`config.mk`:
```
export PLATFORM = sky130hd
export DESIGN_NAME = adc_window_compare_config
export DESIGN_NICKNAME = d
export VERILOG_FILES = /design/src/hw/adc_window_pkg.sv /design/src/hw/divider_counter.sv /design/src/hw/adc_window_compare_config.sv
export SDC_FILE = /design/constraint.sdc
export NUM_CORES = 1
export LEC_CHECK = 0
export ABC_AREA = 1
export BUFFER_PORTS_ARGS = -buffer_cell sky130_fd_sc_hd__buf_2
export CAP_MARGIN = 5
export CORE_AREA = 3 3 131 133
export DETAILED_ROUTE_END_ITERATION = 12
export DIE_AREA = 0 0 134 136
export PLACE_DENSITY = 0.72
export SETUP_SLACK_MARGIN = 0.3
export SLEW_MARGIN = 20
export SYNTH_ARGS = -nofsm -noshare
export SYNTH_HDL_FRONTEND = slang
export SYNTH_HIERARCHICAL = 1
export SYNTH_SLANG_ARGS = --single-unit
```
`constraint.sdc`:
```
create_clock -name clk_sys -period 2.7 [get_ports clk_sys]
set_clock_uncertainty 0.15 [all_clocks]
set_input_delay 0 -clock clk_sys [delete_from_list [all_inputs] [get_ports clk_sys]]
set_output_delay 0 -clock clk_sys [all_outputs]
set_load 0.005 [all_outputs]
```
`src/hw/adc_window_pkg.sv`:
```
// constants for the converter control block with window comparator
package adc_window_pkg;
	// register indices: the bus byte address is four times the index
	localparam logic [7:0]  IDX_CHANNEL_SELECT = 8'hbb;
	localparam logic [7:0]  IDX_CONFIGURATION  = 8'hbc;
	localparam logic [7:0]  IDX_RESULT_LOW     = 8'hbe;
	localparam logic [7:0]  IDX_RESULT_HIGH    = 8'hbf;
	localparam logic [7:0]  IDX_ABOVE_LOW      = 8'hc4;
	localparam logic [7:0]  IDX_ABOVE_HIGH     = 8'hc5;
	localparam logic [7:0]  IDX_BELOW_HIGH     = 8'hc7;
	localparam logic [7:0]  IDX_BELOW_LOW      = 8'hce;
	localparam logic [7:0]  IDX_CONTROL        = 8'he8;
	localparam logic [7:0]  IDX_IRQ_STATUS     = 8'hf8;
	localparam logic [7:0]  IDX_IRQ_MASK       = 8'hf9;
	localparam int          ADDR_W             = 10;

	// control register fields
	localparam int          CTL_ENABLE_BIT     = 7;
	localparam int          CTL_START_BIT      = 4;
	localparam int          CTL_BUSY_BIT       = 3;
	localparam int          CTL_HIT_BIT        = 2;
	localparam int          CTL_TWELVE_BIT     = 1;
	localparam int          CTL_LJUST_BIT      = 0;

	// configuration register fields
	localparam int          CFG_CLKSEL_MSB     = 7;
	localparam int          CFG_CLKSEL_LSB     = 5;

	// status and mask bit positions
	localparam int          IRQ_DONE_BIT       = 0;
	localparam int          IRQ_WIN_BIT        = 1;

	// reset values
	localparam logic [7:0]  RST_CONFIGURATION  = 8'h60;
	localparam logic [7:0]  RST_BELOW_LOW      = 8'hff;
	localparam logic [7:0]  RST_ZERO           = 8'h00;

	// conversion length in conversion-clock periods
	localparam logic [4:0]  CONV_CLOCKS        = 5'h10;
	localparam logic [31:0] SLV_ZERO           = 32'h0000_0000;
endpackage

```
`src/hw/divider_counter.sv`:
```
// conversion clock prescaler: one-cycle tick every 1, 2, 4, 8 or 16 system clocks
`timescale 1ns/1ns
`default_nettype none
module divider_counter
	import adc_window_pkg::*;
(
	// clock and reset
	input  wire logic       clk_sys,
	input  wire logic       srst,
	input  wire logic       clk_en,
	// selection
	input  wire logic [2:0] sel,
	// output tick
	output logic            tick
);
	typedef struct packed {
		logic [3:0] count;
	} div_state_t;

	div_state_t st;
	div_state_t next_st;
	logic [3:0] limit;

	// any code with its top bit set divides by sixteen
	always_comb begin
		case (sel)
			3'h0:    limit = 4'h0;
			3'h1:    limit = 4'h1;
			3'h2:    limit = 4'h3;
			3'h3:    limit = 4'h7;
			default: limit = 4'hf;
		endcase
		next_st = st;
		tick = (st.count >= limit);
		if (tick) begin
			next_st.count = 4'h0;
		end else begin
			next_st.count = st.count + 4'h1;
		end
	end

	// register the count, frozen while the enable is low
	always_ff @(posedge clk_sys) begin
		if (srst) begin
			st <= '0;
		end else if (clk_en) begin
			st <= next_st;
		end
	end
endmodule
`default_nettype wire

```
`src/hw/adc_window_compare_config.sv`:
```
// converter control: registers, prescaler, conversion sequencing and window comparator
// Summary of operation
// - below above above threshold: hit only when result lies strictly between them
// - above above below: hit for results strictly outside, untouched between them
// - twelve-bit mode compares full result against high:low concatenated thresholds
// - in twelve-bit mode, left-justify cleared keeps results and thresholds right justified
// - conversion clock is system clock divided by 1,2,4,8,16; 1xx gives 16
// - eight-bit mode compares high bytes only, once at end of conversion
// - below-threshold low byte resets to all ones and is read/write
//
// The APB interface to the registers was chosen for this implementation.
`timescale 1ns/1ns
`default_nettype none
module adc_window_compare_config
	import adc_window_pkg::*;
(
	// clock, reset, enable
	input  wire logic        clk_sys,
	input  wire logic        srst,
	input  wire logic        clk_en,
	// apb slave
	input  wire logic        psel,
	input  wire logic        penable,
	input  wire logic        pwrite,
	input  wire logic [31:0] paddr,
	input  wire logic [31:0] pwdata,
	input  wire logic [3:0]  pstrb,
	output logic [31:0]      prdata,
	output logic             pready,
	output logic             pslverr,
	// analog core side
	input  wire logic [11:0] core_sample,
	output logic [7:0]       input_channel_select,
	output logic [2:0]       gain_sel,
	output logic             core_sample_strobe,
	// interrupt
	output logic             irq
);
	// ==================================================================
	// state
	typedef enum logic [1:0] {
		ST_IDLE = 2'b00,
		ST_CONV = 2'b01,
		ST_DONE = 2'b10
	} conv_state_t;

	typedef struct packed {
		conv_state_t fsm;
		logic [4:0]  conv_count;
		logic [7:0]  chan;
		logic [7:0]  config_reg;
		logic [7:0]  control;
		logic [7:0]  result_low_byte;
		logic [7:0]  result_high_byte;
		logic [7:0]  above_threshold_low;
		logic [7:0]  above_threshold_high;
		logic [7:0]  below_threshold_low;
		logic [7:0]  below_threshold_high;
		logic [1:0]  irq_status;
		logic [1:0]  irq_mask;
		logic [31:0] rdata;
		logic        strobe;
		logic        ready_due; // first access cycle seen, answer in the next
	} blk_state_t;

	blk_state_t st;
	blk_state_t next_st;
	logic       conv_tick;
	logic       apb_access;
	logic       apb_wr;
	logic       apb_rd;
	logic       apb_first;
	logic [1:0] status_set;
	logic       addr_ok;
	logic [7:0] reg_index;
	logic [7:0] wbyte;
	logic [15:0] cmp_value;
	logic [15:0] below_thr;
	logic [15:0] above_thr;
	logic       win_hit;
	logic [11:0] sample;
	logic       twelve_bit;

	// ==================================================================
	// helpers
	// window decision shared by both widths
	function automatic logic window_test(input logic [15:0] val,
	                                     input logic [15:0] below,
	                                     input logic [15:0] above);
		if (below > above) begin
			window_test = (val < below) && (val > above);
		end else begin
			window_test = (val > above) || (val < below);
		end
	endfunction

	// the byte written, or the old value when its lane is not strobed
	function automatic logic [7:0] lane0(input logic [31:0] d, input logic [3:0] s,
	                                     input logic [7:0] old);
		lane0 = s[0] ? d[7:0] : old;
	endfunction

	// ==================================================================
	// prescaler
	// it runs free, so the first tick of a conversion comes within one divide period
	divider_counter u_div (
		.clk_sys (clk_sys),
		.srst    (srst),
		.clk_en  (clk_en),
		.sel     (st.config_reg[CFG_CLKSEL_MSB:CFG_CLKSEL_LSB]),
		.tick    (conv_tick)
	);

	// ==================================================================
	// apb decode: one wait state. the first access cycle captures read data, the second
	// answers with pready, and only that second cycle lets a write land, so a write never
	// takes effect twice; unmapped or misaligned addresses are refused with pslverr
	assign apb_first  = psel && penable && clk_en && !st.ready_due;
	assign apb_access = psel && penable && clk_en && st.ready_due;
	assign apb_wr     = apb_access && pwrite;
	assign apb_rd     = apb_first && !pwrite;
	assign reg_index  = paddr[ADDR_W-1:2];
	assign wbyte      = pwdata[7:0];

	// read-only registers accept a write and ignore it
	always_comb begin
		case (reg_index)
			IDX_CHANNEL_SELECT, IDX_CONFIGURATION, IDX_RESULT_LOW, IDX_RESULT_HIGH,
			IDX_ABOVE_LOW, IDX_ABOVE_HIGH, IDX_BELOW_HIGH, IDX_BELOW_LOW,
			IDX_CONTROL, IDX_IRQ_STATUS, IDX_IRQ_MASK: addr_ok = (paddr[31:ADDR_W] == '0)
				&& (paddr[1:0] == 2'b00);
			default: addr_ok = 1'b0;
		endcase
	end

	// ==================================================================
	// comparator inputs; twelve-bit samples are right justified unless left-justify is set
	assign twelve_bit = st.control[CTL_TWELVE_BIT];
	// the core shares this clock and holds its sample settled until the completion cycle,
	// so it is read without resynchronisation
	assign sample     = core_sample;
	assign below_thr  = twelve_bit ? {st.below_threshold_high, st.below_threshold_low}
	                               : {8'h00, st.below_threshold_high};
	assign above_thr  = twelve_bit ? {st.above_threshold_high, st.above_threshold_low}
	                               : {8'h00, st.above_threshold_high};
	// thresholds are read in the same justification as the result
	assign cmp_value  = twelve_bit ? (st.control[CTL_LJUST_BIT] ? {sample, 4'h0}
	                                                            : {4'h0, sample})
	                               : {8'h00, sample[11:4]};
	assign win_hit    = window_test(cmp_value, below_thr, above_thr);

	// ==================================================================
	// hardware status sets, raised only in the completion cycle of a conversion;
	// kept apart so that a software clear in the same cycle cannot swallow them
	always_comb begin
		status_set               = 2'b00;
		status_set[IRQ_DONE_BIT] = (st.fsm == ST_DONE);
		status_set[IRQ_WIN_BIT]  = (st.fsm == ST_DONE) && win_hit;
	end

	// ==================================================================
	// next-state logic
	always_comb begin
		next_st = st;
		next_st.strobe = 1'b0;
		next_st.control[CTL_START_BIT] = 1'b0;
		// the wait state: armed by the first access cycle, dropped after the answer
		next_st.ready_due = psel && penable && !st.ready_due;

		// conversion sequencing on the prescaled tick
		case (st.fsm)
			ST_IDLE: begin
				next_st.control[CTL_BUSY_BIT] = 1'b0;
			end
			ST_CONV: begin
				// sixteen conversion-clock periods: the count moves only on the prescaled tick
				next_st.control[CTL_BUSY_BIT] = 1'b1;
				if (conv_tick) begin
					if (st.conv_count == CONV_CLOCKS - 5'h1) begin
						next_st.fsm    = ST_DONE;
						next_st.strobe = 1'b1;
					end else begin
						next_st.conv_count = st.conv_count + 5'h1;
					end
				end
			end
			ST_DONE: begin
				// latch the result and evaluate the window only at completion
				if (twelve_bit && !st.control[CTL_LJUST_BIT]) begin
					next_st.result_high_byte = {4'h0, sample[11:8]};
					next_st.result_low_byte  = sample[7:0];
				end else begin
					next_st.result_high_byte = sample[11:4];
					next_st.result_low_byte  = {sample[3:0], 4'h0};
				end
				next_st.irq_status[IRQ_DONE_BIT] = 1'b1;
				// the only place the flag is set; clearing is left to software
				if (win_hit) begin
					next_st.control[CTL_HIT_BIT]    = 1'b1;
					next_st.irq_status[IRQ_WIN_BIT] = 1'b1;
				end
				next_st.control[CTL_BUSY_BIT] = 1'b0;
				next_st.fsm = ST_IDLE;
			end
			default: begin
				next_st.fsm = ST_IDLE;
			end
		endcase

		// register writes; a hardware set in the same cycle wins over a clear
		if (apb_wr && addr_ok) begin
			case (reg_index)
				IDX_CHANNEL_SELECT: next_st.chan       = lane0(pwdata, pstrb, st.chan);
				IDX_CONFIGURATION:  next_st.config_reg = lane0(pwdata, pstrb, st.config_reg);
				IDX_ABOVE_LOW:  next_st.above_threshold_low  = lane0(pwdata, pstrb,
				                                               st.above_threshold_low);
				IDX_ABOVE_HIGH: next_st.above_threshold_high = lane0(pwdata, pstrb,
				                                               st.above_threshold_high);
				IDX_BELOW_HIGH: next_st.below_threshold_high = lane0(pwdata, pstrb,
				                                               st.below_threshold_high);
				IDX_BELOW_LOW:  next_st.below_threshold_low  = lane0(pwdata, pstrb,
				                                               st.below_threshold_low);
				IDX_CONTROL: begin
					if (pstrb[0]) begin
						next_st.control[CTL_ENABLE_BIT] = wbyte[CTL_ENABLE_BIT];
						next_st.control[CTL_TWELVE_BIT] = wbyte[CTL_TWELVE_BIT];
						next_st.control[CTL_LJUST_BIT]  = wbyte[CTL_LJUST_BIT];
						// only software clears the hit flag
						if (!wbyte[CTL_HIT_BIT] && !(st.fsm == ST_DONE && win_hit)) begin
							next_st.control[CTL_HIT_BIT] = 1'b0;
						end
						// a start while busy is ignored rather than restarting the conversion
						if (wbyte[CTL_START_BIT] && wbyte[CTL_ENABLE_BIT]
						    && st.fsm == ST_IDLE) begin
							next_st.fsm        = ST_CONV;
							next_st.conv_count = 5'h00;
							next_st.control[CTL_BUSY_BIT] = 1'b1;
						end
					end
				end
				IDX_IRQ_STATUS: begin
					if (pstrb[0]) begin
						// write one to clear; a set in the same cycle wins
						next_st.irq_status = (st.irq_status & ~wbyte[1:0]) | status_set;
					end
				end
				IDX_IRQ_MASK: begin
					if (pstrb[0]) begin
						next_st.irq_mask = wbyte[1:0];
					end
				end
				default: begin
					next_st.chan = st.chan;
				end
			endcase
		end

		// read data captured for the next cycle's holder; returned combinationally below
		next_st.rdata = SLV_ZERO;
		if (apb_rd && addr_ok) begin
			case (reg_index)
				IDX_CHANNEL_SELECT: next_st.rdata[7:0] = st.chan;
				IDX_CONFIGURATION:  next_st.rdata[7:0] = st.config_reg;
				IDX_RESULT_LOW:     next_st.rdata[7:0] = st.result_low_byte;
				IDX_RESULT_HIGH:    next_st.rdata[7:0] = st.result_high_byte;
				IDX_ABOVE_LOW:      next_st.rdata[7:0] = st.above_threshold_low;
				IDX_ABOVE_HIGH:     next_st.rdata[7:0] = st.above_threshold_high;
				IDX_BELOW_HIGH:     next_st.rdata[7:0] = st.below_threshold_high;
				IDX_BELOW_LOW:      next_st.rdata[7:0] = st.below_threshold_low;
				IDX_CONTROL:        next_st.rdata[7:0] = st.control;
				IDX_IRQ_STATUS:     next_st.rdata[1:0] = st.irq_status;
				IDX_IRQ_MASK:       next_st.rdata[1:0] = st.irq_mask;
				default:            next_st.rdata = SLV_ZERO;
			endcase
		end
	end

	// ==================================================================
	// state register; everything holds while the clock enable is low
	always_ff @(posedge clk_sys) begin
		if (srst) begin
			st                      <= '0;
			st.fsm                  <= ST_IDLE;
			st.config_reg           <= RST_CONFIGURATION;
			st.below_threshold_low  <= RST_BELOW_LOW;
			st.below_threshold_high <= RST_ZERO;
		end else if (clk_en) begin
			st <= next_st;
		end
	end

	// ==================================================================
	// outputs
	// pready rises in the second access cycle, when the registered read data stand;
	// an error is only ever reported together with the answer
	assign pready               = psel && penable && clk_en && st.ready_due;
	assign prdata               = st.rdata;
	assign pslverr              = pready && !addr_ok;
	assign input_channel_select = st.chan;
	assign gain_sel             = st.config_reg[2:0];
	assign core_sample_strobe   = st.strobe;
	assign irq                  = |(st.irq_status & st.irq_mask);
endmodule
`default_nettype wire

```
Word-level counts from Yosys, hierarchy flattened
Cells that the tools add are included.
{"block": "word_totals", "regBits": 118, "latch_bits": 0, "ramBits": 0, "mem_bits_ro": 0, "in_bits": 86, "elab_cells": 130, "memories": 0}
{"block": "op_classes", "n_addsub": 2, "n_mul": 0, "n_div": 0, "magnitude_cmp": 4, "eq_ne": 17, "shift": 0, "mux": 45, "bitwise_logic": 4, "n_reduce_logical": 40}
{"cell": "8-bit == test (second input constant)", "count": 11}
{"cell": "16-bit two-way mux", "count": 5}
{"cell": "6-bit one-hot mux with 9 select lines", "count": 1}
{"cell": "8-bit two-way mux", "count": 5}
{"cell": "16-bit > comparator", "count": 2}
{"cell": "4-bit AND reduction", "count": 8}
{"cell": "7-bit two-way mux", "count": 4}
{"cell": "24-bit two-way mux", "count": 1}
{"cell": "22-bit logical NOT", "count": 1}
{"cell": "2-bit one-hot mux with 11 select lines", "count": 1}
{"cell": "4-bit two-way mux", "count": 5}
{"cell": "1-bit logical AND", "count": 17}
{"cell": "16-bit < comparator", "count": 1}
{"cell": "4-bit one-hot mux with 4 select lines", "count": 1}
{"cell": "1-bit two-way mux", "count": 12}
{"cell": "2-bit two-way mux", "count": 6}
{"cell": "11-bit OR reduction", "count": 1}
{"cell": "5-bit two-way mux", "count": 2}
{"cell": "3-bit by 2-bit == test with 1-bit output (second input constant)", "count": 2}
{"cell": "1-bit logical NOT", "count": 6}
{"cell": "5-bit by 1-bit adder with 5-bit output (second input constant)", "count": 1}
{"cell": "5-bit by 4-bit == test with 1-bit output (second input constant)", "count": 1}
{"cell": "4-bit by 1-bit adder with 4-bit output (second input constant)", "count": 1}
{"cell": "2-bit bitwise AND", "count": 2}
{"cell": "13 further kinds", "count": 15}

Logic depth before layout (Yosys ltp)
Gate-level depths: netlist (run 1).
{"block": "depth", "depth_word": 12, "ltp_mapped": 21, "mapped_depth_nobuf": 19}

Hierarchy
The synthesis (run 1) kept the hierarchy.
{"mod": "adc_window_compare_config", "n_inst": 1, "cells_each": 922, "area_each_um2": 6143.4, "seq_area_each_um2": 1801.7}
{"mod": "divider_counter", "n_inst": 1, "cells_each": 39, "area_each_um2": 290.3, "seq_area_each_um2": 80.1}

Least setup slack after synthesis (run 1)
Ideal clock, no wire load.
{"block": "synth_path", "path_kind": "reg-to-reg", "start": "register st[87] (netlist name)", "end": "register st[88] (netlist name)", "arrival_ns": 2.492, "required_time_ns": 2.479, "path_slack_ns": -0.013, "path_stages_with_launch": 15, "path_buffers": 3, "synth_period_minus_slack_ns": 2.713, "cell_sequence": "dfxtp_1 -> clkbuf_1 -> clkbuf_1 -> clkbuf_1 -> nand2_1 -> ha_1 -> nand2_1 -> nor4_1 -> nand2_1 -> nand2_1 -> nand2_1 -> or2_2 -> nand2_1 -> nand2_1 -> a21oi_1"}
{"block": "synth_via", "elab_chain_cells": 11, "elab_cells_between_ends": 18, "cone_classes": "3 x order compare; 10 x mux; 5 x reduce/logical"}
{"item": "start: declaration", "line_no": "adc_window_compare_config.sv:66", "source": "blk_state_t st;"}
{"item": "start signal: assignment", "line_no": "adc_window_compare_config.sv:288", "source": "st <= next_st;"}
{"item": "16-bit two-way mux (on tied branches)", "line_no": "adc_window_compare_config.sv:147, adc_window_compare_config.sv:142, adc_window_compare_config.sv:144"}
{"item": "16-bit > comparator / 16-bit < comparator (equally long branches)", "line_no": "adc_window_compare_config.sv:91, adc_window_compare_config.sv:93"}
{"item": "1-bit logical OR / 1-bit logical AND (equally long branches)", "line_no": "adc_window_compare_config.sv:93, adc_window_compare_config.sv:91"}
{"item": "1-bit two-way mux (*)", "line_no": "adc_window_compare_config.sv:90", "source": "if (below > above) begin"}
{"item": "1-bit logical AND", "line_no": "adc_window_compare_config.sv:229", "source": "if (!wbyte[CTL_HIT_BIT] && !(st.fsm == ST_DONE && win_hit)) begin"}
{"item": "1-bit logical NOT", "line_no": "adc_window_compare_config.sv:229"}
{"item": "1-bit logical AND", "line_no": "adc_window_compare_config.sv:229"}
{"item": "1-bit two-way mux", "line_no": "adc_window_compare_config.sv:229"}
{"item": "4-bit two-way mux", "line_no": "adc_window_compare_config.sv:224", "source": "if (pstrb[0]) begin"}
{"item": "4-bit two-way mux", "line_no": "adc_window_compare_config.sv:212", "source": "case (reg_index)"}
{"item": "4-bit two-way mux (*)", "line_no": "adc_window_compare_config.sv:211", "source": "if (apb_wr && addr_ok) begin"}
Every way passes the cells marked *; elsewhere a longest branch is shown, timed or not.
A chain may end at the register's enable or synchronous reset.

Final worst setup path (run 1)
Ends and elaborated chain as after synthesis.

==> results of run 1 <==
-- routing by layer --
layer	track usage (%)	vias to the layer above
met5	0	-
met4	9.54	0
met3	4.55	95
met2	35.5	415
met1	28.8	3226
li1	-	3360
-- timing repair --
action                                  4_1_cts  5_1_grt
resized for setup                            57       34
gates cloned                                  2        5
hold endpoints to repair                     75        0
pin swaps                                    13       25
buffers inserted                              7        9
endpoints found under the setup margin        2        3
hold buffers                                 29        0
-- cell families after synthesis --
logic type	count (synthesis)	synth area share [%]
flops	94	29.2
mux	1	0.156
compound gates	235	19.9
fa+ha+maj	53	10.3
xor+xnor	5	0.681
buf+inv	202	14.7
simple gates	370	25.0
other cells	1	0.0583
-- worst paths after layout --
check	startpoint	endpoint	slack, ps	cells past startpoint
min	srst	st[54]$_SDFFE_PP0P_	40	3
max reg2reg	st[87]$_SDFFE_PP0P_	st[88]$_SDFFE_PP0P_	60	16
max	st[87]$_SDFFE_PP0P_	st[88]$_SDFFE_PP0P_	60	16
min reg2reg	st[93]$_SDFFE_PP0P_	st[93]$_SDFFE_PP0P_	310	2
-- registers in the layout, summed over array words and instances (netlist names) --
register / cells
u_div/st: 4
input_channel_select: 8
gain_sel: 3
core_sample_strobe: 1
st: 70
prdata: 8
-- critical path, delay by kind of cell, from the launching register on --
family / cells / cell delay [ps]
flops: 1 / 380
compound gates: 3 / 510
fa+ha+maj: 1 / 300
buf+inv: 3 / 400
simple gates: 9 / 840
-- power by group --
| part | internal [mW] | switching (mW) | total, mW | leakage, nW |
|---|---|---|---|---|
| clock | 0.645 | 0.615 | 1.26 | 0.135 |
| sequential | 1.39 | 0.00745 | 1.40 | 0.760 |
| combinational | 0.109 | 0.165 | 0.274 | 2.85 |
| total | 2.15 | 0.788 | 2.93 | 3.75 |
-- Yosys cell counts, types with 2 or more instances --
library cell / number / area share (%)
buf_6: 2 / 0.35
o221ai_1: 5 / 0.68
o211ai_1: 12 / 1.4
nand3_1: 38 / 3.0
xnor2_1: 3 / 0.41
nor2_1: 73 / 4.3
a31oi_1: 10 / 0.97
buf_4: 44 / 5.1
nor2_4: 3 / 0.53
o21ai_0: 92 / 7.2
nand4_1: 12 / 1.2
o21ai_1: 2 / 0.16
a21o_1: 2 / 0.23
nor3_2: 3 / 0.47
buf_1: 2 / 0.12
o22ai_1: 7 / 0.68
nor2_2: 2 / 0.19
nor3_1: 10 / 0.78
nand2_2: 9 / 0.88
dfxtp_1: 94 / 29
a211oi_1: 3 / 0.35
xor2_1: 2 / 0.27
ha_1: 53 / 10
buf_2: 4 / 0.31
nand2_1: 206 / 12
a21oi_1: 96 / 7.5
or2_2: 4 / 0.39
inv_1: 128 / 7.5
clkbuf_1: 22 / 1.3
nor4_1: 5 / 0.49
-- cell type report --
cell class	count	area, um^2	share of cell area, %
Multi-Input combinational cell	689	3970	49.2
Sequential cell	94	1890	23.4
Timing Repair Buffer	154	1170	14.5
Inverter	128	485	6.01
Tap cell	216	270	3.35
Clock buffer	9	225	2.79
Clock inverter	7	61.3	0.759
-- cell usage in the layout (no fill, tap or decap), types with 10 or more instances in the layout --
cell	count
inv_1	124
dlygate4sd3_1	29
clkbuf_16	13
o211ai_1	12
nand4_1	12
a31oi_1	10
ha_1	49
o21ai_0	74
nand2_2	17
nor2_1	68
nand2_1	194
dfxtp_1	90
buf_2	81
conb_1	24
buf_4	34
a21oi_1	93
nand3_1	37
-- per-stage QoR --
step	setup TNS (ps)	power (mW)
finish	0	2.93
global route	0	3.02
CTS	0	2.92
detailed placement	-151	1.66
global placement	-140	1.66
floorplan	0	1.58
==> reports/metrics.yaml, run 1 <==
worst_setup_path:
  cp.arrival_ps: 2780
  crit_slowest_cell: "dfxtp_4"
  path_cells: "buf_12 -> clkbuf_16 -> o21ai_1 -> ha_1 -> nand2_1 -> inv_1 -> nand2_1 -> nand2_1 -> nand2_1 -> nand2_1 -> nand2_1 -> a21oi_2 -> or2_4 -> nand2_4 -> nand2_4 -> a21oi_2"
  worstSetupPathType: "reg -> reg"
  slowest_delay_ps: 380
  path_common_cell: "nand2_1"
  path_max_fanout: 6
  cp-end-kind: "flop"
  cp.required_ps: 2840
  cp-start-kind: "flop"
cells_and_area:
  areaGrowthSynthToFinish_pct: 25.5
  final_layout_size_suffix_gt1_share_pct: 19.8
  layoutNonFillerInstCount: 1297
  num_antenna_cells: 0
  nets: 1215
  fin_area_um2: 8070
  post-route-util_pct: 50.6
  nFillCells: 1506
clock_tree:
  cts-htree-levels: 3
  cts_buffers: 9
  cts-root-buf: "clkbuf_16"
  cts.path.max_buffers: 2
  cts_sinks: 94
  clk_pin_slew_ps: 70
  insertion_delay_ps: 360
  cts_tree: "yes"
yosys:
  syn_inst: 961
  syn_area_um2: 6430
  ys_seq_area_share_pct: 29.2
  synth_edf_count: 0
  synth_ff_type: "dfxtp_1"
  async_reset_ff_share_pct: 0
  ys_ff_latch: 94
  avgSynthCellArea_um2: 6.69
  synth.distinct_cells: 43
  yosys_warnings: 6
detailed_routing:
  wirelength_met1_mm: 8.47
  route.met2.wl_mm: 9.99
  highest_layer: "met4"
  post-route-drc-count: 0
  vias_per_cell: 5.47
  drt_wl_total_mm: 21.9
  first_pass_iters: 6
  vias: 7096
  ant_nets: 0
  wl_per_cell_um: 16.9
  drt-initial-drc-count: 947
  wl_met3_mm: 2.38
floorplan:
  ioPinCount: 133
  num_rows: 46
  die_y_um: 136
  die_x_um: 134
  start_util_pct: 40.4
  coreArea_um2: 15900
  die_area_um2: 18200
place:
  place_hpwl_mm: 15.4
  dp.cells: 1229
  gp_congestion: 0.959
  placed_area_um2: 6920
  pre_cts_ws_ps: -79.7
  port_buffers: 81
timing:
  layout_setup_ws_ps: 62.9
  holdWs_ps: 40.2
  min_period_ps: 2640
  maxSlewHeadroom_pct: 57.5
  final_max_slew_viol_count: 0
  finalCritPeriodShare_pct: 97.7
  max_freq_mhz: 379
  hold_violations: 0
  worst_slew_pin_slew_ps: 634
  setup_violations: 0
  rsz0062_at_grt: "yes"
global_routing:
  antenna_found_initial: 0
  grt_util_all_layers_pct: 22.1
  grt_pass1_wl_mm: 32.0
  overflow: 0
  grt_start_max_net_pins: 54
  grt_pass1_vias: 6183
pwr:
  p_per_area_nw_per_um2: 363
  p_leak_nw: 3.75
  ir_drop_mv: 0.320
outcome:
  status: "completed"
flow_run:
  drv_cap: 0
worst_hold_path:
  hold_class: "in -> reg"
Note: power is estimated with default switching activity, not from simulation.
==> run 2: changes to the inputs <==
--- a/config.mk
+++ b/config.mk
@@ -5,13 +5,13 @@
 export SDC_FILE = /design/constraint.sdc
 export NUM_CORES = 1
 export LEC_CHECK = 0
-export ABC_AREA = 1
 export BUFFER_PORTS_ARGS = -buffer_cell sky130_fd_sc_hd__buf_2
 export CAP_MARGIN = 5
-export CORE_AREA = 3 3 131 133
+export CORE_AREA = 3 3 119 149
 export DETAILED_ROUTE_END_ITERATION = 12
-export DIE_AREA = 0 0 134 136
+export DIE_AREA = 0 0 122 152
 export PLACE_DENSITY = 0.72
+export RECOVER_POWER = 100
 export SETUP_SLACK_MARGIN = 0.3
 export SLEW_MARGIN = 20
 export SYNTH_ARGS = -nofsm -noshare
==> reports/metrics.yaml, run 2 <==
detailed_routing:
  post-route-drc-count: 0
  drt-initial-drc-count: 474
  vias_per_cell: 5.62
  ant_nets: 0
  wl_per_cell_um: 18.3
  first_pass_iters: 5
  vias: 6315
  drt_wl_total_mm: 20.6
worst_setup_path:
  path_max_fanout: 7
  slowest_delay_ps: 550
  crit_slowest_cell: "or4b_4"
  path_cells: "buf_12 -> buf_8 -> mux2i_2 -> a21oi_2 -> ha_1 -> nand2_1 -> or4b_4 -> o31a_1 -> nand3_2 -> o2111ai_1"
  cp-end-kind: "flop"
  cp-start-kind: "flop"
  crit_buf_inv: 2
  cp.required_ps: 2750
  cp.arrival_ps: 2680
  crit_family: "simple AND/OR/NAND/NOR gates"
  worstSetupPathType: "reg -> reg"
  worst-r2r-setup-slack_ps: 70
pwr:
  p_total_mw: 3.05
  p_leak_nw: 3.27
  p_per_area_nw_per_um2: 378
  ir_drop_mv: 0.311
timing:
  worst_slew_pin_slew_ps: 1080
  final_max_slew_viol_count: 0
  rsz0062_at_grt: "yes"
  finalCritPeriodShare_pct: 97.3
  holdWs_ps: 17.5
  max_freq_mhz: 381
  min_period_ps: 2630
  hold_violations: 0
  setup_violations: 0
  maxSlewHeadroom_pct: 28.0
clock_tree:
  cts-root-buf: "clkbuf_16"
  clk_pin_slew_ps: 70
  cts.path.max_buffers: 2
  cts_sinks: 94
  insertion_delay_ps: 350
  cts-htree-levels: 3
  cts_tree: "yes"
  cts_buffers: 9
yosys:
  syn_area_um2: 6530
  ys_ff_latch: 94
  async_reset_ff_share_pct: 0
  synth_common_cells: "dfxtp_1, nor2_1, nand2_1"
  synth.distinct_cells: 71
  syn_inst: 784
  yosys_warnings: 6
  yosysTopAreaCell: "dfxtp_1"
  synth_area_leaders: "dfxtp_1, mux2i_1, ha_1"
  synth_ff_type: "dfxtp_1"
  synth_edf_count: 0
  synth_top_area_share_pct: 28.8
  synth_most_common_cell: "dfxtp_1"
  ys_seq_area_share_pct: 28.8
  avgSynthCellArea_um2: 8.32
global_routing:
  grt_pass1_vias: 6058
  grt_pass1_wl_mm: 31.4
  grt_util_all_layers_pct: 21.3
  overflow: 0
  antenna_found_initial: 0
  grt_start_max_net_pins: 57
floorplan:
  num_rows: 52
  ioPinCount: 133
  start_util_pct: 40.0
  coreArea_um2: 16300
  die_x_um: 122
  die_y_um: 152
  die_area_um2: 18500
cells_and_area:
  largest_reg_flops: 70
  layout_commonest_cell: "nor2_1"
  areaGrowthSynthToFinish_pct: 23.6
  nets: 1043
  final_layout_size_suffix_gt1_share_pct: 21.9
  num_antenna_cells: 0
  final_cell_mix: "nor2_1, dfxtp_1, buf_2, nand2_1, mux2i_1"
  largest-register: "st"
flow_run:
  drv_cap: 0
place:
  place_hpwl_mm: 15.1
  gp_congestion: 0.968
  port_buffers: 81
outcome:
  status: "completed"
worst_hold_path:
  hold_class: "in -> reg"
run 2: cell count changes in the layout (fill, tap and decap cells not counted), sizes merged, moves of 12 or more:
cell	change
nand3	-13
clkbuf	+13
nand2	-145
o21ai	-75
nor2b	+13
inv	-105
a22o	+12
nor2	+12
a21oi	-46
mux2i	+69
run 2: area by class of cell:
cell class | count | area (um^2)
Clock buffer | 9 | 225
Clock inverter | 6 | 86.3
Fill cell | 1524 | 8260
Inverter | 27 | 101
Multi-Input combinational cell | 600 | 4270
Sequential cell | 94 | 1890
Tap cell | 216 | 270
Timing Repair Buffer | 172 | 1220
run 2: path summary, 6_finish.rpt:
kind | start | to | cells past startpoint
setup / recovery | st[86]$_SDFFE_PP0P_ | st[37]$_SDFFE_PP0P_ | 10
hold / removal | core_sample[5] | st[71]$_SDFFE_PP0P_ | 5
setup reg to reg | st[86]$_SDFFE_PP0P_ | st[37]$_SDFFE_PP0P_ | 10
hold reg to reg | st[114]$_SDFFE_PP0P_ | st[114]$_SDFFE_PP0P_ | 2
run 2: cells by family (layout without fill, tap and decap cells):
| logic type | Yosys count | after routing | synth area share (%) |
|---|---|---|---|
| flip-flops | 94 | 94 | 28.8 |
| other | 1 | 24 | 0.0575 |
| AND/OR/NAND/NOR | 292 | 292 | 22.7 |
| AO/OA/AOI/OAI | 153 | 153 | 16.7 |
| adder cells (fa/ha/maj) | 53 | 53 | 10.2 |
| XOR/XNOR | 3 | 3 | 0.403 |
| multiplexers | 75 | 75 | 11.6 |
| buffers and inverters | 113 | 214 | 9.53 |
run 2: repair_timing:
action | in CTS | in global routing
endpoints found under the hold margin | 75 | 0
hold buffers | 28 | 0
buffers inserted | 10 | 10
cloned | 0 | 3
endpoints found under the setup margin | 25 | 38
resized for setup | 20 | 29
pin swaps | 13 | 12
run 2: per-stage QoR:
| step | std cells | instance area (um^2) | setup WS, ps | setup TNS (ps) | util (%) |
|---|---|---|---|---|---|
| 2_1_floorplan | 807 | 6660 | 227 | 0 | - |
| 3_3_place_gp | 1058 | 7120 | 102 | 0 | 43.6 |
| 3_5_place_dp | 1058 | 7120 | 39.0 | 0 | 43.6 |
| 4_1_cts | 1111 | 7880 | 114 | 0 | 48.3 |
| 5_1_grt | 1124 | 8070 | -37.5 | -71.1 | 49.4 |
| 6_report | 1124 | 8070 | 73.9 | 0 | 49.4 |
run 2: power breakdown:
part	leakage, nW	total [mW]	internal (mW)	switching, mW
registers	0.759	1.39	1.39	0.00384
clock network	0.152	1.37	0.807	0.559
logic	2.36	0.295	0.119	0.177
run 2: per-layer routing:
metal | track usage, % | share of wire (%) | vias to the layer above
met5 | 0 | 0 | -
met4 | 13.2 | 7.4 | 0
met3 | 2.94 | 6.0 | 77
met2 | 36.7 | 48 | 279
met1 | 24.7 | 39 | 2937
li1 | - | - | 3022
run 2: worst min-delay path, stage by stage:
cell      delay [ps]
buf_2            140
inv_1             60
nor2_1           100
a211oi_1          60
nor3_1           110
